## src/core/flash_ctrl_pkg.sv

```systemverilog
package flash_ctrl_pkg;
   // register bus shape
   localparam int ADDR_W = 5;
   localparam int DATA_W = 32;
   localparam logic [ADDR_W-1:0] OFF_CONTROL = 5'h00;
   localparam logic [ADDR_W-1:0] OFF_KEY = 5'h04;
   localparam logic [ADDR_W-1:0] OFF_PAGE = 5'h08;
   localparam logic [ADDR_W-1:0] OFF_OFFSET = 5'h0C;
   localparam logic [ADDR_W-1:0] OFF_STATUS = 5'h10;
   localparam logic [ADDR_W-1:0] OFF_LATCH = 5'h14;
   // control word fields
   localparam int START_BIT = 15;
   localparam int PERMIT_BIT = 14;
   localparam int FAULT_BIT = 13;
   localparam int EEONLY_BIT = 12;
   localparam int ERASE_BIT = 6;
   localparam int OPC_W = 6;
   localparam logic CTRL_BIT_RESET = 1'b0;
   localparam logic [OPC_W-1:0] OPC_RESET = 6'h00;
   localparam logic [4:0] UNIMPL_BITS = 5'h00;
   // unlock key values
   localparam logic [7:0] KEY_FIRST = 8'h55;
   localparam logic [7:0] KEY_SECOND = 8'hAA;
   // operation codes
   localparam logic [OPC_W-1:0] OPC_ERASE4 = 6'h1A;
   localparam logic [OPC_W-1:0] OPC_ERASE2 = 6'h19;
   localparam logic [OPC_W-1:0] OPC_ERASE1 = 6'h18;
   localparam logic [3:0] PFX_BOOT = 4'hA;
   localparam logic [3:0] PFX_CHIP = 4'h9;
   localparam logic [3:0] PFX_CONFIG = 4'h5;
   localparam logic [3:0] PFX_EEPROM = 4'h4;
   localparam logic [3:0] PFX_GENERAL = 4'h3;
   localparam logic [3:0] PFX_PROGRAM = 4'h1;
   // operation kinds driven to the array
   localparam logic [2:0] KIND_NONE = 3'h0;
   localparam logic [2:0] KIND_ROW_ERASE = 3'h1;
   localparam logic [2:0] KIND_BOOT = 3'h2;
   localparam logic [2:0] KIND_CHIP = 3'h3;
   localparam logic [2:0] KIND_CONFIG = 3'h4;
   localparam logic [2:0] KIND_EEPROM = 3'h5;
   localparam logic [2:0] KIND_GENERAL = 3'h6;
   localparam logic [2:0] KIND_PROGRAM = 3'h7;
   localparam logic [2:0] ROWS_1 = 3'h1;
   localparam logic [2:0] ROWS_2 = 3'h2;
   localparam logic [2:0] ROWS_4 = 3'h4;
   // rows are edge aligned: masks for 1, 2 and 4 rows
   localparam logic [23:0] MASK_1ROW = 24'hFFFFC0;
   localparam logic [23:0] MASK_2ROW = 24'hFFFF80;
   localparam logic [23:0] MASK_4ROW = 24'hFFFF00;
   // holding latches: one row of instructions
   localparam int LATCH_AW = 5;
   localparam int LATCH_DW = 24;
   localparam logic [LATCH_AW-1:0] LAST_WORD = 5'h1F;
   // self-timed durations
   localparam int TIMER_W = 24;
   localparam int CLK_PERIOD_NS = 20;
   localparam int ERASE_TIME_US = 3000;
   localparam int PROGRAM_TIME_US = 2000;
   localparam logic [TIMER_W-1:0] ERASE_CYCLES_DEF =
      TIMER_W'(ERASE_TIME_US * 1000 / CLK_PERIOD_NS);
   localparam logic [TIMER_W-1:0] PROGRAM_CYCLES_DEF =
      TIMER_W'(PROGRAM_TIME_US * 1000 / CLK_PERIOD_NS);
   localparam logic [TIMER_W-1:0] TIMER_ONE = 24'h000001;
   // state encodings
   typedef enum logic [2:0] {
      KEY_IDLE = 3'b001,
      KEY_HALF = 3'b010,
      KEY_OPEN = 3'b100
   } key_state_type;
   typedef enum logic [3:0] {
      ST_IDLE = 4'b0001,
      ST_LOAD = 4'b0010,
      ST_RUN = 4'b0100,
      ST_RESP = 4'b1000
   } ctl_state_type;
endpackage

```

## src/core/holding_latch.sv

```systemverilog
`timescale 1ns/100ps
// one row of program words waiting to be committed
module holding_latch import flash_ctrl_pkg::*; (
   input wire logic core_clk,
   input wire logic ce,
   input wire logic wr_en,
   input wire logic [LATCH_AW-1:0] wr_addr,
   input wire logic [LATCH_DW-1:0] wr_data,
   input wire logic [LATCH_AW-1:0] rd_addr,
   output logic [LATCH_DW-1:0] rd_data
);
   logic [LATCH_DW-1:0] mem [0:(1<<LATCH_AW)-1];

   // write port and registered read port
   always_ff @(posedge core_clk) begin
      if (ce) begin
         if (wr_en) begin
            mem[wr_addr] <= wr_data;
         end
         rd_data <= mem[rd_addr];
      end
   end
endmodule

```

## src/core/flash_program_erase_control.sv

```systemverilog
`timescale 1ns/100ps
// Notes on behaviour
// - the key register is write only and reads as zero.
// - the processor stays stalled while an operation runs.
// - bit 15 launches the operation; hardware clears it when done.
// - software only sets bit 15; zero means nothing is active.
// - bit 14 permits operations; zero inhibits them all.
// - bit 13 flags a bad start; a good start leaves it zero.
// - bit 6 picks erase when one, program when zero.
// - erase codes 011010, 011001, 011000 erase four, two, one rows.
// - 1010xx boot block, 1001xx all memory, 0101xx configuration erase.
// - 0100xx erases data EEPROM, 0011xx erases general block.
// - boot and full erase only in external programming mode.
// - program codes 0001xx write one row from the latches.
// - any other code does nothing when started.
// - the table pointer picks the rows erased or programmed.
// - control bits 11 to 7 read zero.
// - bit 12 only matters for data EEPROM work; the code only stores it and reads it back, and no operation uses it.
// - after unlock only the next bus write may start an operation.
// - latch writes land in holding latches until programming.
module flash_program_erase_control import flash_ctrl_pkg::*; #(
   parameter logic [TIMER_W-1:0] ERASE_CYCLES = ERASE_CYCLES_DEF,
   parameter logic [TIMER_W-1:0] PROGRAM_CYCLES = PROGRAM_CYCLES_DEF
) (
   input wire logic core_clk,
   input wire logic rstn,
   input wire logic ce,
   input wire logic [ADDR_W-1:0] avs_address,
   input wire logic avs_read,
   input wire logic avs_write,
   input wire logic [DATA_W-1:0] avs_writedata,
   input wire logic [3:0] avs_byteenable,
   output logic [DATA_W-1:0] avs_readdata,
   output logic avs_waitrequest,
   input wire logic external_programming_mode,
   output logic cpu_stall,
   output logic flash_go,
   output logic [2:0] flash_kind,
   output logic [2:0] flash_rows,
   output logic [23:0] flash_addr,
   output logic flash_wvalid,
   output logic [LATCH_AW-1:0] flash_windex,
   output logic [LATCH_DW-1:0] flash_wdata
);
   // control register fields
   logic start_reg, permit_reg, fault_reg, eeonly_reg, erase_reg;
   logic [OPC_W-1:0] opc_reg;
   logic [7:0] page_reg;
   logic [15:0] offset_reg;
   key_state_type key_state_reg;
   ctl_state_type state_reg;
   logic [TIMER_W-1:0] timer_reg;
   logic [LATCH_AW-1:0] idx_reg, windex_reg;
   logic mode_meta_reg, mode_sync_reg;
   logic wait_reg, stall_reg, go_reg, wvalid_reg;
   logic [2:0] kind_reg, rows_reg;
   logic [23:0] addr_reg;
   logic [DATA_W-1:0] rdata_reg;

   // bus request decode
   wire take = ce && state_reg == ST_IDLE && (avs_read || avs_write);
   wire wr_take = take && avs_write;
   wire rd_take = take && avs_read;
   wire hit_ctrl = avs_address == OFF_CONTROL;
   wire hit_key = avs_address == OFF_KEY;
   wire hit_page = avs_address == OFF_PAGE;
   wire hit_offset = avs_address == OFF_OFFSET;
   wire hit_status = avs_address == OFF_STATUS;
   wire hit_latch = avs_address == OFF_LATCH;
   wire be_lo = avs_byteenable[0];
   wire be_hi = avs_byteenable[1];
   wire wr_ctrl = wr_take && hit_ctrl;
   wire unlocked = key_state_reg == KEY_OPEN;

   // values the control register holds after this write
   wire new_permit = (wr_ctrl && be_hi) ? avs_writedata[PERMIT_BIT]
      : permit_reg;
   wire new_erase = (wr_ctrl && be_lo) ? avs_writedata[ERASE_BIT]
      : erase_reg;
   wire [OPC_W-1:0] new_opc = (wr_ctrl && be_lo)
      ? avs_writedata[OPC_W-1:0] : opc_reg;
   wire [3:0] pfx = new_opc[5:2];

   wire row_code = new_opc == OPC_ERASE4 || new_opc == OPC_ERASE2
      || new_opc == OPC_ERASE1;
   wire [2:0] erase_kind = row_code ? KIND_ROW_ERASE
      : pfx == PFX_BOOT ? KIND_BOOT
      : pfx == PFX_CHIP ? KIND_CHIP
      : pfx == PFX_CONFIG ? KIND_CONFIG
      : pfx == PFX_EEPROM ? KIND_EEPROM
      : pfx == PFX_GENERAL ? KIND_GENERAL : KIND_NONE;
   wire [2:0] prog_kind = pfx == PFX_PROGRAM ? KIND_PROGRAM : KIND_NONE;
   wire [2:0] kind_dec = new_erase ? erase_kind : prog_kind;
   wire [2:0] rows_dec = (new_opc == OPC_ERASE4) ? ROWS_4
      : (new_opc == OPC_ERASE2) ? ROWS_2 : ROWS_1;

   // edge aligned row address from the table pointer
   wire [23:0] table_addr = {page_reg, offset_reg};
   wire [23:0] row_mask = (kind_dec == KIND_ROW_ERASE && rows_dec == ROWS_4)
      ? MASK_4ROW
      : (kind_dec == KIND_ROW_ERASE && rows_dec == ROWS_2) ? MASK_2ROW
      : MASK_1ROW;
   wire [23:0] row_addr = table_addr & row_mask;

   // protected erases need external programming mode
   wire prot_kind = kind_dec == KIND_BOOT || kind_dec == KIND_CHIP;
   // start accepted only when unlocked and permitted
   wire start_try = wr_ctrl && be_hi && avs_writedata[START_BIT];
   wire start_ok = start_try && unlocked && new_permit
      && !(prot_kind && !mode_sync_reg);
   wire start_bad = start_try && !start_ok;
   // a defined code runs, anything else completes at once
   wire start_run = start_ok && kind_dec != KIND_NONE;
   wire run_done = state_reg == ST_RUN && timer_reg == '0;
   wire load_last = state_reg == ST_LOAD && idx_reg == LAST_WORD;

   // latch write lands at the word picked by the table offset
   wire latch_we = wr_take && hit_latch;
   wire [LATCH_AW-1:0] latch_waddr = offset_reg[LATCH_AW:1];
   wire [15:0] offset_inc = offset_reg + 16'h0002;

   wire [15:0] ctrl_word = {start_reg, permit_reg, fault_reg,
      eeonly_reg, UNIMPL_BITS, erase_reg, opc_reg};
   wire [DATA_W-1:0] status_word = {29'h00000000, mode_sync_reg,
      key_state_reg == KEY_HALF, unlocked};
   // key and latch registers read as zero
   wire [DATA_W-1:0] rd_mux = hit_ctrl ? {16'h0000, ctrl_word}
      : hit_page ? {24'h000000, page_reg}
      : hit_offset ? {16'h0000, offset_reg}
      : hit_status ? status_word : 32'h00000000;

   // mode pin passes two flip-flops before use
   always_ff @(posedge core_clk or negedge rstn) begin
      if (!rstn) begin
         mode_meta_reg <= 1'b0;
         mode_sync_reg <= 1'b0;
      end else if (ce) begin
         mode_meta_reg <= external_programming_mode;
         mode_sync_reg <= mode_meta_reg;
      end
   end

   always_ff @(posedge core_clk or negedge rstn) begin
      if (!rstn) begin
         key_state_reg <= KEY_IDLE;
      end else if (wr_take) begin
         if (hit_key && be_lo && avs_writedata[7:0] == KEY_FIRST) begin
            key_state_reg <= KEY_HALF;
         end else if (hit_key && be_lo && key_state_reg == KEY_HALF
               && avs_writedata[7:0] == KEY_SECOND) begin
            key_state_reg <= KEY_OPEN;
         end else begin
            key_state_reg <= KEY_IDLE;
         end
      end
   end

   always_ff @(posedge core_clk or negedge rstn) begin
      if (!rstn) begin
         permit_reg <= CTRL_BIT_RESET;
         eeonly_reg <= CTRL_BIT_RESET;
         erase_reg <= CTRL_BIT_RESET;
         opc_reg <= OPC_RESET;
      end else if (wr_ctrl) begin
         permit_reg <= new_permit;
         erase_reg <= new_erase;
         opc_reg <= new_opc;
         if (be_hi) begin
            eeonly_reg <= avs_writedata[EEONLY_BIT];
         end
      end
   end

   // fault flag: a bad start sets it over any clear
   always_ff @(posedge core_clk or negedge rstn) begin
      if (!rstn) begin
         fault_reg <= CTRL_BIT_RESET;
      end else if (start_bad) begin
         fault_reg <= 1'b1;
      end else if (start_ok) begin
         fault_reg <= 1'b0;
      end else if (wr_ctrl && be_hi) begin
         fault_reg <= avs_writedata[FAULT_BIT];
      end
   end

   // table pointer registers, offset steps after each latch write
   always_ff @(posedge core_clk or negedge rstn) begin
      if (!rstn) begin
         page_reg <= 8'h00;
         offset_reg <= 16'h0000;
      end else if (wr_take && hit_page && be_lo) begin
         page_reg <= avs_writedata[7:0];
      end else if (wr_take && hit_offset) begin
         offset_reg <= avs_writedata[15:0];
      end else if (latch_we) begin
         offset_reg <= offset_inc;
      end
   end

   // start bit set on launch, cleared only by hardware
   always_ff @(posedge core_clk or negedge rstn) begin
      if (!rstn) begin
         start_reg <= CTRL_BIT_RESET;
      end else if (start_run && take) begin
         start_reg <= 1'b1;
      end else if (ce && run_done) begin
         start_reg <= 1'b0;
      end
   end

   // sequencer: answer, stream latches, time the operation
   always_ff @(posedge core_clk or negedge rstn) begin
      if (!rstn) begin
         state_reg <= ST_IDLE;
         timer_reg <= '0;
         idx_reg <= '0;
         wait_reg <= 1'b1;
         stall_reg <= 1'b0;
      end else if (ce) begin
         unique case (state_reg)
            ST_IDLE: begin
               if (take && start_run && kind_dec == KIND_PROGRAM) begin
                  state_reg <= ST_LOAD;
                  idx_reg <= '0;
                  stall_reg <= 1'b1;
               end else if (take && start_run) begin
                  state_reg <= ST_RUN;
                  timer_reg <= ERASE_CYCLES - TIMER_ONE;
                  stall_reg <= 1'b1;
               end else if (take) begin
                  state_reg <= ST_RESP;
                  wait_reg <= 1'b0;
               end
            end
            ST_LOAD: begin
               idx_reg <= idx_reg + 5'h01;
               if (load_last) begin
                  state_reg <= ST_RUN;
                  timer_reg <= PROGRAM_CYCLES - TIMER_ONE;
               end
            end
            // stall held until the timer expires
            ST_RUN: begin
               if (run_done) begin
                  state_reg <= ST_RESP;
                  wait_reg <= 1'b0;
                  stall_reg <= 1'b0;
               end else begin
                  timer_reg <= timer_reg - TIMER_ONE;
               end
            end
            ST_RESP: begin
               state_reg <= ST_IDLE;
               wait_reg <= 1'b1;
            end
         endcase
      end
   end

   // array command and latch streaming outputs
   always_ff @(posedge core_clk or negedge rstn) begin
      if (!rstn) begin
         go_reg <= 1'b0;
         kind_reg <= KIND_NONE;
         rows_reg <= ROWS_1;
         addr_reg <= 24'h000000;
         wvalid_reg <= 1'b0;
         windex_reg <= '0;
         rdata_reg <= 32'h00000000;
      end else if (ce) begin
         go_reg <= take && start_run;
         wvalid_reg <= state_reg == ST_LOAD;
         windex_reg <= idx_reg;
         if (take && start_run) begin
            kind_reg <= kind_dec;
            rows_reg <= rows_dec;
            addr_reg <= row_addr;
         end
         if (rd_take) begin
            rdata_reg <= rd_mux;
         end
      end
   end

   holding_latch latch_mem (
      .core_clk(core_clk),
      .ce(ce),
      .wr_en(latch_we),
      .wr_addr(latch_waddr),
      .wr_data(avs_writedata[LATCH_DW-1:0]),
      .rd_addr(idx_reg),
      .rd_data(flash_wdata)
   );

   assign avs_readdata = rdata_reg;
   assign avs_waitrequest = wait_reg;
   assign cpu_stall = stall_reg;
   assign flash_go = go_reg;
   assign flash_kind = kind_reg;
   assign flash_rows = rows_reg;
   assign flash_addr = addr_reg;
   assign flash_wvalid = wvalid_reg;
   assign flash_windex = windex_reg;

   // helper: cycles spent with the start bit set
   logic [TIMER_W:0] busy_cnt;
   always_ff @(posedge core_clk or negedge rstn) begin
      if (!rstn) begin
         busy_cnt <= '0;
      end else if (ce) begin
         busy_cnt <= start_reg ? busy_cnt + 25'h0000001 : '0;
      end
   end
endmodule

```

## config.mk

```make
export PLATFORM = sky130hd
export DESIGN_NAME = flash_program_erase_control
export DESIGN_NICKNAME = d
export VERILOG_FILES = /design/src/core/flash_ctrl_pkg.sv /design/src/core/holding_latch.sv /design/src/core/flash_program_erase_control.sv
export SDC_FILE = /design/constraint.sdc
export NUM_CORES = 1
export LEC_CHECK = 0
export BUFFER_PORTS_ARGS = -buffer_cell sky130_fd_sc_hd__clkbuf_2
export CAP_MARGIN = 10
export CORE_ASPECT_RATIO = 1.4
export CORE_UTILIZATION = 50
export DETAILED_ROUTE_END_ITERATION = 8
export PLACE_DENSITY = 0.67
export SLEW_MARGIN = 10
export SYNTH_ARGS = -nofsm -noshare
export SYNTH_HDL_FRONTEND = slang
export SYNTH_SLANG_ARGS = --single-unit
```

## constraint.sdc

```tcl
create_clock -name core_clk -period 4.3 [get_ports core_clk]
set_input_delay 0.215 -clock core_clk [delete_from_list [all_inputs] [get_ports core_clk]]
set_output_delay 0.215 -clock core_clk [all_outputs]
set_load 0.02 [all_outputs]
```

# Yosys cells after proc, flatten, opt, wreduce, memory -nomap -nowiden
# Memory sizes are Yosys's and may differ from the RTL's. A register that Yosys moved wholly into a read port is not among the register bits.
# Cells that the tools add are included.
# op_classes
n_addsub	3
eq_ne	39
n_mux	52
bitwise	2
reduce_logical	55
# ops
operator	count
$mux 24	4
$mux 16	5
$pmux 24 s3	1
$mux 3	12
$logic_and 1x1->1	29
$and 24x24->24	1
$logic_not 24->1	1
$sub 24x1->24 const B	1
$mux 4	5
$eq 6x5->1 const B	3
$add 16x2->16 const B	1
$mux 1	16
$pmux 4 s4	1
$eq 5x5->1 const B	3
$eq 3x2->1 const B	4
$eq 4x3->1 const B	3
$eq 4x4->1 const B	3
$ne 2x2->1 const B	6
$reduce_and 6->1	2
$reduce_bool 3->1	4
$eq 5x4->1 const B	2
$pmux 5 s2	1
$eq 3x3->1 const B	3
$eq 4x1->1 const B	2
24 further kinds	38
# word_totals
regBits	144
ramBits	768
inputBits	47
wordCells	175
memories	1
# mem_list
memory	words	width	rd	rd_ports_with_merged_regs	write_ports	line	rtl
latch_mem.mem	32	24	1	1	1	holding_latch.sv:12	logic [LATCH_DW-1:0] mem [0:(1<<LATCH_AW)-1];

# Depth between registers and ports, before layout
# Gate-level depths: netlist of the first run.
# depth
depth_word	25
depth_mapped	11
mapped_depth_nobuf	9

# Hierarchy
# A second synthesis of the first run with hierarchy kept.
# hier_totals
cells_unflattened	2375
hier_area_um2	37233.2
# by_module_without_submodules
module	instances	cells_per_inst	area_each_um2
holding_latch	1	1713	30727.0
flash_program_erase_control	1	662	6506.2

# Worst setup path after synthesis of the first run
# OpenSTA, ideal clock, no wires.
# synth_path
kind	register to register
startpoint	reg state_reg[0]
endpoint	reg offset_reg[7]
setup_ns	0.077
arrival_ns	3.611
t_required_ns	4.223
setup_slack_ns	0.612
stages_incl_launch_ff	11
path_buffers	3
cell_sequence	dfstp_2 -> buf_2 -> or4b_1 -> buf_2 -> nor4_4 -> nand2_1 -> clkbuf_1 -> nor2_1 -> nand2_1 -> xor2_1 -> a21oi_1
# synth_via
elab_chain_len	8
elab_cells_between_ends	12
# synth_rtl
item	line	rtl
from (decl)	flash_program_erase_control.sv:51	ctl_state_type state_reg;
from (signal assigned)	flash_program_erase_control.sv:215	state_reg <= ST_IDLE;
from (signal assigned)	flash_program_erase_control.sv:224	state_reg <= ST_LOAD;
from (signal assigned)	flash_program_erase_control.sv:228	state_reg <= ST_RUN;
$eq 4x1->1 (*)	flash_program_erase_control.sv:61	wire take = ce && state_reg == ST_IDLE && (avs_read || avs_write);
$logic_and 1x1->1 (*) (2 in series)	flash_program_erase_control.sv:61	
$logic_and 1x1->1 (*)	flash_program_erase_control.sv:62	wire wr_take = take && avs_write;
$logic_and 1x1->1 (2 in series)	flash_program_erase_control.sv:192	end else if (wr_take && hit_page && be_lo) begin
$not 1->1 (no line)	-	
$reduce_and 2->1 (no line)	-	
to (signal assigned)	flash_program_erase_control.sv:195	offset_reg <= avs_writedata[15:0];
to (signal assigned)	flash_program_erase_control.sv:197	offset_reg <= offset_inc;
to (decl)	flash_program_erase_control.sv:49	logic [15:0] offset_reg;
# Every way passes the cells marked *; elsewhere a longest branch is shown, timed or not.
# A chain may end at the register's enable or synchronous reset.

# Worst setup path after layout of the first run
# layout_path
startpoint	reg state_reg[0]
endpoint	reg addr_reg[11] (netlist: flash_addr[11])
# layout_via
elab_chain_len	23
elab_cells_between_ends	42
# layout_rtl
item	line	rtl
$eq 4x1->1 (*)	flash_program_erase_control.sv:61	
$logic_and 1x1->1 (*) (2 in series)	flash_program_erase_control.sv:61	
$logic_and 1x1->1	flash_program_erase_control.sv:62	
$logic_and 1x1->1	flash_program_erase_control.sv:72	wire wr_ctrl = wr_take && hit_ctrl;
$logic_and 1x1->1	flash_program_erase_control.sv:78, flash_program_erase_control.sv:80	
$mux 6	flash_program_erase_control.sv:81	? avs_writedata[OPC_W-1:0] : opc_reg;
$eq 4x2->1	flash_program_erase_control.sv:91	: pfx == PFX_GENERAL ? KIND_GENERAL : KIND_NONE;
$mux 3	flash_program_erase_control.sv:91	
[... 6 more ...]	-	
$eq 3x2->1	flash_program_erase_control.sv:106	wire prot_kind = kind_dec == KIND_BOOT || kind_dec == KIND_CHIP;
$logic_or 1x1->1	flash_program_erase_control.sv:106	
$logic_and 1x1->1	flash_program_erase_control.sv:110	&& !(prot_kind && !mode_sync_reg);
$logic_not 1->1	flash_program_erase_control.sv:110	
$logic_and 1x1->1	flash_program_erase_control.sv:110	
$logic_and 1x1->1	flash_program_erase_control.sv:113	wire start_run = start_ok && kind_dec != KIND_NONE;
$logic_and 1x1->1 (*)	flash_program_erase_control.sv:275	if (take && start_run) begin
$reduce_and 2->1 (no line) (*)	-	
to (signal assigned)	flash_program_erase_control.sv:278	addr_reg <= row_addr;
to (decl)	flash_program_erase_control.sv:57	logic [23:0] addr_reg;
# Marks and branches as above.

==> results of run 1 <==
[worst max-delay path, cell delays in order (launching register included)]
cell      delay (ns)
dfstp_2         0.63
or4b_1          0.70
nor4_4          0.60
buf_4           0.27
o211ai_1        0.11
o21a_1          0.23
o21bai_2        0.18
buf_4           0.36
mux2_2          0.38
[what timing repair did]
| item | CTS | global route |
|---|---|---|
| hold endpoints to repair | 58 | 0 |
| hold buffers | 2 | 0 |
| setup buffers | 0 | 0 |
[cell type report]
type	instances	area, µm²	area share, %
Sequential cell	914	26850	64.79
Multi-Input combinational cell	818	9407	22.70
Clock buffer	113	2296	5.539
Timing Repair Buffer	180	1261	3.043
Tap cell	944	1181	2.850
Clock inverter	40	395.4	0.9539
Inverter	14	52.55	0.1268
[per-layer routing]
layer	global-route usage (%)	up-vias	wire, µm
li1	-	7827	-
met1	31.89	9810	33720
met2	41.12	706	44690
met3	3.107	136	5500
met4	9.301	4	3012
met5	0	-	24
[power by group through the flow]
stage,clock network [mW],logic [mW],registers (mW)
final,7.32,0.605,9.90
after global routing,7.75,0.664,9.91
after CTS,7.44,0.605,9.90
after detailed placement,0,0.601,10.1
after global placement,0,0.575,10.1
after floorplan,0,0.348,10.0
[logic make-up after synthesis]
| group | Yosys count | synth area share [%] |
|---|---|---|
| fa+ha+maj | 7 | 0.2396 |
| buf+inv | 137 | 1.735 |
| flops | 914 | 73.43 |
| compound gates | 165 | 3.057 |
| other cells | 1 | 0.01026 |
| xor+xnor | 22 | 0.5271 |
| simple gates | 293 | 4.108 |
| mux | 309 | 16.90 |
[cell usage in the layout, fill, tap and decap left out, types with 5 or more instances in the layout]
cell type,n
and3_1,9
nor3_1,25
edfxtp_1,792
nor2b_1,8
nor2_4,32
mux2i_1,5
conb_1,22
nor4_1,6
buf_12,14
o21ai_0,55
a21oi_1,31
nor2_1,49
nand3b_1,7
clkbuf_1,25
nand2_1,79
nand4_1,10
mux4_2,240
a22oi_1,7
buf_4,56
mux2_2,63
xnor2_1,5
nand2b_1,9
clkinvlp_4,5
clkinv_1,15
xor2_1,17
clkinv_2,7
a21o_1,5
clkbuf_16,88
dfrtp_1,113
clkbuf_2,108
a22o_1,10
nand3_1,21
bufinv_16,6
or3_1,6
ha_1,7
inv_1,14
[final timing paths]
path	start	to	slack (ns)	depth (start not counted)
max	state_reg[0]$_DFFE_PN1P_	flash_addr[11]$_DFFE_PN0P_	0.67	8
min	avs_byteenable[0]	key_state_reg[2]$_DFFE_PN0P_	0.04	5
max reg2reg	state_reg[0]$_DFFE_PN1P_	flash_addr[11]$_DFFE_PN0P_	0.67	8
min reg2reg	avs_readdata[3]$_DFFE_PN0P_	avs_readdata[3]$_DFFE_PN0P_	0.49	2
max in group asynchronous	rstn	avs_waitrequest$_DFFE_PN1P_	3.05	3
min in group asynchronous	rstn	flash_addr[15]$_DFFE_PN0P_	0.19	2
==> results.txt, run 1 <==
- Total global routing track utilization: 24.18%
- Total Routed Length: 86950 µm
- Layout filler cell count: 5311
- Fraction of registers with async set or reset after synthesis: 13.35%
- TritonCTS built the clock tree.
- Placement Cell Area: 38740 µm²
- Largest net degree at the start of global routing: 126
* Die footprint: 74210 µm²
* Via count: 18483
* Warning count from the yosys run: 0
- Cells with a size suffix above 1 make up 31.46% of the layout.
- Measured against its own limit, the worst slew margin works out to 17.36%.
* Most instantiated library cell after synthesis: edfxtp_1
* Clock period minus final worst setup slack: 3.627 ns
- Synth top cells by count: edfxtp_1 (792), mux4_2 (240), dfrtp_1 (118), nor2_1 (81), nand2_1 (79)
- Min Hold Slack: 0.03910 ns
- Final Util: 57.69%
- Sequential element share of the synthesized area: 73.43%
- Count of mapped cells out of synthesis: 1848
- Post-route clock period utilization: 84.35%
* Post-Route Skew: 0.02427 ns
- P_leak: 13.48 nW
- The pre-antenna-repair detailed-routing pass consisted of 5 iterations.
- Weighted congestion reported at the end of routability-driven placement: 0.8824
- The largest total area in the synthesized netlist belongs to edfxtp_1.
* EDFF count, synth: 792
* Horiz. Die Dim: 230.5 µm
* Type of element capturing the critical path: flop
- Effective utilization at floorplan: 50.88%
- Counting every sink on the clock net gives 914.
* Max-cap check violation count: 0
- Setup repair after global routing missed its margin: no
* Part of the power in the clock network: 41.1%
- Wire length per cell: 28.76 µm
- The via count of the first global-routing pass was 19164.
- The first global-routing pass estimated 128200 µm of wire.
* DRC errors left: 0
* Category of the worst setup path launch point: flop
- During placement, the flow inserted port buffers numbering 109.
- Peak supply drop: 0.4368 mV
- Top post-synthesis cells by area: edfxtp_1 (65%), mux4_2 (15%), dfrtp_1 (8.1%)
- Layout overhead on the synthesized area: 13.39%
- STA puts the critical path data required time at 4.81 ns.
- In this run the number of H-tree levels came out at 3.
* Sum of overflow across all layers after global routing: 0
- Power spread over the standard cell area amounts to 430.1 nW/µm².
- The number of antenna violations at the first check in global routing is 2.
- PostCTS Resize Cnt: 0
- Averaged over all synthesized cells, the footprint is 19.78 µm².
- Clock buffer depth: 3
- Status: finished, final reports clean
* Peak Freq: 275.7 MHz
- In this run, synthesis produced a sequential element count of 914.
- Share of the synthesized area in the top cell type: 65.06%
- Setup total negative slack on the finished layout was measured at 0 ns.
* Total power after layout: 17.83 mW
- Sw Share: 21.16%
- Post-DP HPWL: 50070 µm
- After detailed routing, the number of vias per cell comes to 6.114.
* Clock tree root driver cell: clkbuf_16
- Hold Crit Class: primary input to flop
- Summing every instance area after synthesis gives 36550 µm².
- Summing all non-filler instances in the final layout gives an area of 41450 µm².
- The number of antenna diodes in the final layout is 0.
- Number of flip-flops under the largest register name: 768
- The detailed router finished its first iteration with 1815 violations.
- Final std cells w/o fill: 3023
* Cell total after placement: 2868
* Synth unique cells: 78
* Post-route worst setup slack: 0.6730 ns
- Number of cell rows: 116
* Data arrival time at the worst-slack endpoint: 4.14 ns
- Final count of negative-setup-slack endpoints: 0
- Among all flip-flop cells after synthesis, the most frequent one is edfxtp_1.
- The worst setup path is of the flop to flop kind.
- Maximum fanout along the worst path: 30
- At the pin with the least slew margin, the transition time is 1.222 ns.
* Die height: 321.9 µm
- Counting the buffers created by CTS gives 84.
- The analysis attributes to net switching a power of 3.772 mW.
- Final count of pins violating max slew: 0
- Sequential Power Share: 55.5%
* Final net count: 2066
- Clock-pin slew was measured on the worst setup and hold paths at 0.07 ns.
- Clk_lat worst skew: 0.64 ns
- Internal power summed over all cells: 14.06 mW
- Place WS: 0.7049 ns
* Count of endpoints failing hold in the final timing report: 0
* Floorplan Core Area: 71840 µm²
- Comb pwr share: 3.4%
- Pin placement for this block handled 142 I/O pins.
* Number of antenna-violating nets in the routed design: 0
(Power assumes the default switching activity.)
==> run 2, diff against run 1 <==
--- a/config.mk
+++ b/config.mk
@@ -5,12 +5,13 @@
 export SDC_FILE = /design/constraint.sdc
 export NUM_CORES = 1
 export LEC_CHECK = 0
+export ABC_AREA = 1
 export BUFFER_PORTS_ARGS = -buffer_cell sky130_fd_sc_hd__clkbuf_2
 export CAP_MARGIN = 10
 export CORE_ASPECT_RATIO = 1.4
 export CORE_UTILIZATION = 50
 export DETAILED_ROUTE_END_ITERATION = 8
-export PLACE_DENSITY = 0.67
+export PLACE_DENSITY = 0.69
 export SLEW_MARGIN = 10
 export SYNTH_ARGS = -nofsm -noshare
 export SYNTH_HDL_FRONTEND = slang
==> constraint.sdc (replaced) <==
create_clock -name core_clk -period 3.21 [get_ports core_clk]
set_input_delay 0.1605 -clock core_clk [delete_from_list [all_inputs] [get_ports core_clk]]
set_output_delay 0.1605 -clock core_clk [all_outputs]
set_load 0.02 [all_outputs]
==> run 2 against run 1 <==
Effect of this change:
- die area grew 1.1%
- critical path type unchanged
- synthesized cell count grew 61%
- sequential share of layout area shrank 1.1 points
- largest power group unchanged
- highest routed layer is now met4
- synthesized area grew 1.1%
- first-iteration DRC count grew 58%
- largest cell class unchanged
- clock-buffer cell count grew 3
- hold slack lost 0.011 ns
==> results.txt, run 2 <==
- Status: finished, final reports clean (unchanged).
* Synth top cells by count: edfxtp_1 (792), nor2_1 (513), o21ai_0 (471), nand2_1 (237), clkbuf_1 (158) (was edfxtp_1 (792), mux4_2 (240), dfrtp_1 (118), nor2_1 (81), nand2_1 (79))
- Die footprint: 75040 µm² (was 74210 µm²)
* Quantity of I/O buffers inserted on ports: 109 (unchanged)
- The flip-flop and latch count after synthesis is 914 (unchanged).
- The wire length per cell after detailed routing is 24.83 µm (was 28.76 µm).
- Cts bufs inserted: 81 (was 84)
- The number of instances in the synthesized netlist was 2979 (was 1848).
- Die height: 323.7 µm (was 321.9 µm)
- Power density cells: 569.6 nW/µm² (was 430.1 nW/µm²)
- Net switching power of the design: 5.344 mW (was 3.772 mW)
* Fraction of synthesized cell area in xor and xnor cells: 0.4976% (was 0.5271%)
* Number of clock sinks seen by CTS: 914 (unchanged)
- Fraction of registers with async set or reset after synthesis: 13.35% (unchanged)
* Part of the power in the clock network: 38.8% (was 41.1%)
- The internal power summed over all cells is 18.67 mW (was 14.06 mW).
- Largest net degree at the start of global routing: 148 (was 126)
- Total Routed Length: 102400 µm (was 86950 µm)
- CP Cell Sequence: inv_1 -> nor2_1 -> nand3_2 -> nor2_4 -> buf_4 -> nand4_1 -> nand2_1 -> inv_1 -> nor2_2 -> nand2_1 -> nand2_1 -> nand2_2 -> inv_2 -> nor2_2 -> nor2_4 -> nand2_2 -> inv_2 -> nand2_1 -> o21ai_0 -> nor2_1 (was or4b_1 -> nor4_4 -> buf_4 -> o211ai_1 -> o21a_1 -> o21bai_2 -> buf_4 -> mux2_2)
- The final critical path time including I/O delays and setup is 3.026 ns (was 3.627 ns).
- The switching fraction of total power is 22.25% (was 21.16%).
- The classification of the worst-slack hold path was primary input to flop (unchanged).
* Fraction of the mapped netlist area in compound gates: 12.62% (was 3.057%)
- The simple logic cell fraction of the synthesized area is 10.57% (was 4.107%).
* Required time of the critical path: 3.74 ns (was 4.81 ns)
* Total global routing track utilization: 27.28% (was 24.18%)
* Horiz. Die Dim: 231.8 µm (was 230.5 µm)
* Count of endpoints failing hold in the final timing report: 0 (unchanged)
- The HPWL reported at the end of detailed placement is 60450 µm (was 50070 µm).
- Type of element capturing the critical path: flop (unchanged)
- The clock root buffer was clkbuf_16 (unchanged).
* Peak supply drop: 0.4403 mV (was 0.4368 mV)
* Clk_lat worst skew: 0.64 ns (about the same)
- Worst relative slew slack: 37.61% (was 17.36%)
- The critical path's top delay family is simple AND/OR/NAND/NOR gates (unchanged).
- The maximum frequency from static timing analysis was 330.4 MHz (was 275.7 MHz).
- Most used cell, CP: nand2_1 (was buf_4)
* Sequential Power Share: 55.5% (about the same)
* Maximum fanout along the worst path: 14 (was 30)
- The combinational power share was 5.6% (was 3.4%).
- The most frequent standard cell in the layout excluding fill and tap cells is edfxtp_1 (unchanged).
- The final net count is 3165 (was 2066).
* Sum of overflow across all layers after global routing: 0 (unchanged)
- Share of the synthesized area in the top cell type: 64.34% (was 65.06%)
- Number of antenna violations at the first check in global routing: 4 (was 2)
- Number of iterations in the first detailed-routing pass: 6 (was 5)
- The number of vias per cell was 6.163 (was 6.114).
- The proportion of synthesized area in mux cells came to 0.05754% (was 16.90%).
* H-tree depth: 3 (unchanged)
- EDFF count, synth: 792 (unchanged)
- Setup repair after global routing missed its margin: yes (was no).
* Leading cell types in the layout, fill and taps excluded: edfxtp_1 (792), nor2_1 (481), o21ai_0 (471) (was edfxtp_1 (792), mux4_2 (240), dfrtp_1 (113))
- The element type at the critical path start is a flop (unchanged).
- Post-route clock period utilization: 94.28% (was 84.35%)
- CTS tree: yes (unchanged)
- DRC errors left: 0 (unchanged)
- Warning count from the yosys run: 0 (unchanged)
- Final Util: 57.83% (was 57.69%)
* Dominant combinational cell family by area after synthesis: compound AO/OA/AOI/OAI gates (was multiplexers)
* Post-route design area: 42160 µm² (was 41450 µm²)
* Weighted congestion reported at the end of routability-driven placement: 0.8921 (was 0.8824)
* Top cell type by total area after synthesis: edfxtp_1 (unchanged)
- The total standard cell area after synthesis is 36960 µm² (was 36550 µm²).
- Post-Route Skew: 0.02333 ns (was 0.02427 ns)
- The final count of pins violating max slew was 0 (unchanged).
- The share of cells above drive strength 1 is 12.96% (was 31.46%).
- The flip-flop cell with the highest count after synthesis was edfxtp_1 (unchanged).
* Sum of negative setup slack: 0 ns (unchanged)
- The standard cell core area was 72900 µm² (was 71840 µm²).
- The number of top-level pins was 142 (unchanged).
- Clock Pin Slew Worst Setup and Hold Paths: 0.07 ns (about the same)
* Max-cap check violation count: 0 (unchanged)
* Layout overhead on the synthesized area: 14.06% (was 13.39%)
- The longest individual stage delay on the worst path was 0.54 ns (was 0.70 ns).
- The slowest cell on the critical path is dfstp_2 (was or4b_1).
- The total power draw came to 24.01 mW (was 17.83 mW).
* Via count: 25424 (was 18483)
- The synthesized area per cell came to 12.41 µm² (was 19.78 µm²).
- The starting DRC count in detailed routing came to 2863 (was 1815).
- The wire length of the first global-routing pass was 151400 µm (was 128200 µm).
* Data arrival time at the worst-slack endpoint: 3.55 ns (was 4.14 ns)
- The type of the worst setup path is flop to flop (unchanged).
- P_leak: 14.68 nW (was 13.48 nW)
* Most instantiated library cell after synthesis: edfxtp_1 (unchanged)
- Vias in the first global route: 24856 (was 19164)
* Synthesized-area fraction occupied by adder cells: 0.2369% (was 0.2396%)
* Number of cell rows: 117 (was 116)
- Number of flip-flops under the largest register name: 768 (unchanged)
- Buffer and inverter count on the worst path: 5 (was 2)
* Placement Cell Area: 39460 µm² (was 38740 µm²)
- Top post-synthesis cells by area: edfxtp_1 (64%), dfrtp_1 (8.0%), o21ai_0 (6.4%) (was edfxtp_1 (65%), mux4_2 (15%), dfrtp_1 (8.1%))
- The distinct cell type count after synthesis was 51 (was 78).
* Final count of negative-setup-slack endpoints: 0 (unchanged)
- Effective utilization at floorplan: 50.70% (was 50.88%)
- Worst Max-Slew Pin Slew: 0.9336 ns (was 1.222 ns)
- The number of buffers on the longest clock path was 3 (unchanged).
- The post-synthesis sequential area ratio came to 72.61% (was 73.43%).
- The residual antenna-violating net count after detailed routing was 0 (unchanged).
[run 2: layer usage]
layer  routed length (µm)  global-route usage, %  vias up
met5                    0                      0        -
met1                38410                  33.98    12633
met4                 5217                  14.30        0
met3                 8224                  3.727      269
li1                     -                      -    11190
met2                50590                  46.38     1332
[run 2: cells by family after synthesis]
logic type                 count (synthesis)
AOI/OAI and AO/OA                        797
xor gates and xnor gates                  21
adders and majority gates                  7
buffers and inverters                    301
DFF                                      914
muxes                                      2
other                                      1
and+or+nand+nor                          936
[run 2: stage by stage]
| step | worst slack (ns) | hold WS (ns) | std cells |
|---|---|---|---|
| after floorplan | 0.01823 | -0.1351 | 3000 |
| after global placement | 0.2230 | 0.2574 | 3962 |
| after detailed placement | 0.1089 | 0.2664 | 3962 |
| after CTS | 0.06269 | 0.006013 | 4119 |
| after global routing | -0.07365 | 0.03538 | 4125 |
| final | 0.1836 | 0.02859 | 4125 |
[run 2: cell type report]
cell class	count	area, µm²
Antenna cell	1	2.502
Clock buffer	116	2215
Clock inverter	28	246.5
Fill cell	5713	30740
Inverter	95	366.6
Multi-Input combinational cell	1786	9225
Sequential cell	914	26850
Tap cell	952	1191
Timing Repair Buffer	233	2066
[run 2: worst register-to-register path, delay by kind of cell (launching register included)]
family | cells | cell delay (ns)
AO/OA/AOI/OAI | 1 | 0.08
buffers and inverters | 5 | 0.66
flip-flops | 1 | 0.54
AND/OR/NAND/NOR | 14 | 1.63
[run 2: power groups by stage]
stage	sequential, mW	combinational (mW)	clock [mW]
2_1_floorplan	13.6	0.760	0
3_3_place_gp	13.6	1.29	0
3_5_place_dp	13.6	1.32	0
4_1_cts	13.3	1.35	9.40
5_1_grt	13.4	1.52	9.80
6_report	13.3	1.35	9.33
[run 2: worst paths after layout]
path                                             startpoint  slack (ns)                           end  depth (start not counted)
worst max-delay path               state_reg[0]$_DFFE_PN1P_        0.18     flash_addr[6]$_DFFE_PN0P_                         20
worst min-delay path                               avs_read        0.03  avs_readdata[14]$_DFFE_PN0P_                          4
worst max register to register     state_reg[0]$_DFFE_PN1P_        0.18     flash_addr[6]$_DFFE_PN0P_                         20
worst min register to register  avs_waitrequest$_DFFE_PN1P_        0.49   avs_waitrequest$_DFFE_PN1P_                          2
max in group asynchronous                              rstn        2.20   avs_waitrequest$_DFFE_PN1P_                          3
min in group asynchronous                              rstn        0.15  avs_readdata[11]$_DFFE_PN0P_                          2
[run 2: timing repair]
item,CTS,global route
setup endpoints to repair,0,137
buffers inserted,0,4
endpoints found under the hold margin,75,0
gates resized for setup,0,4
hold buffers,13,0
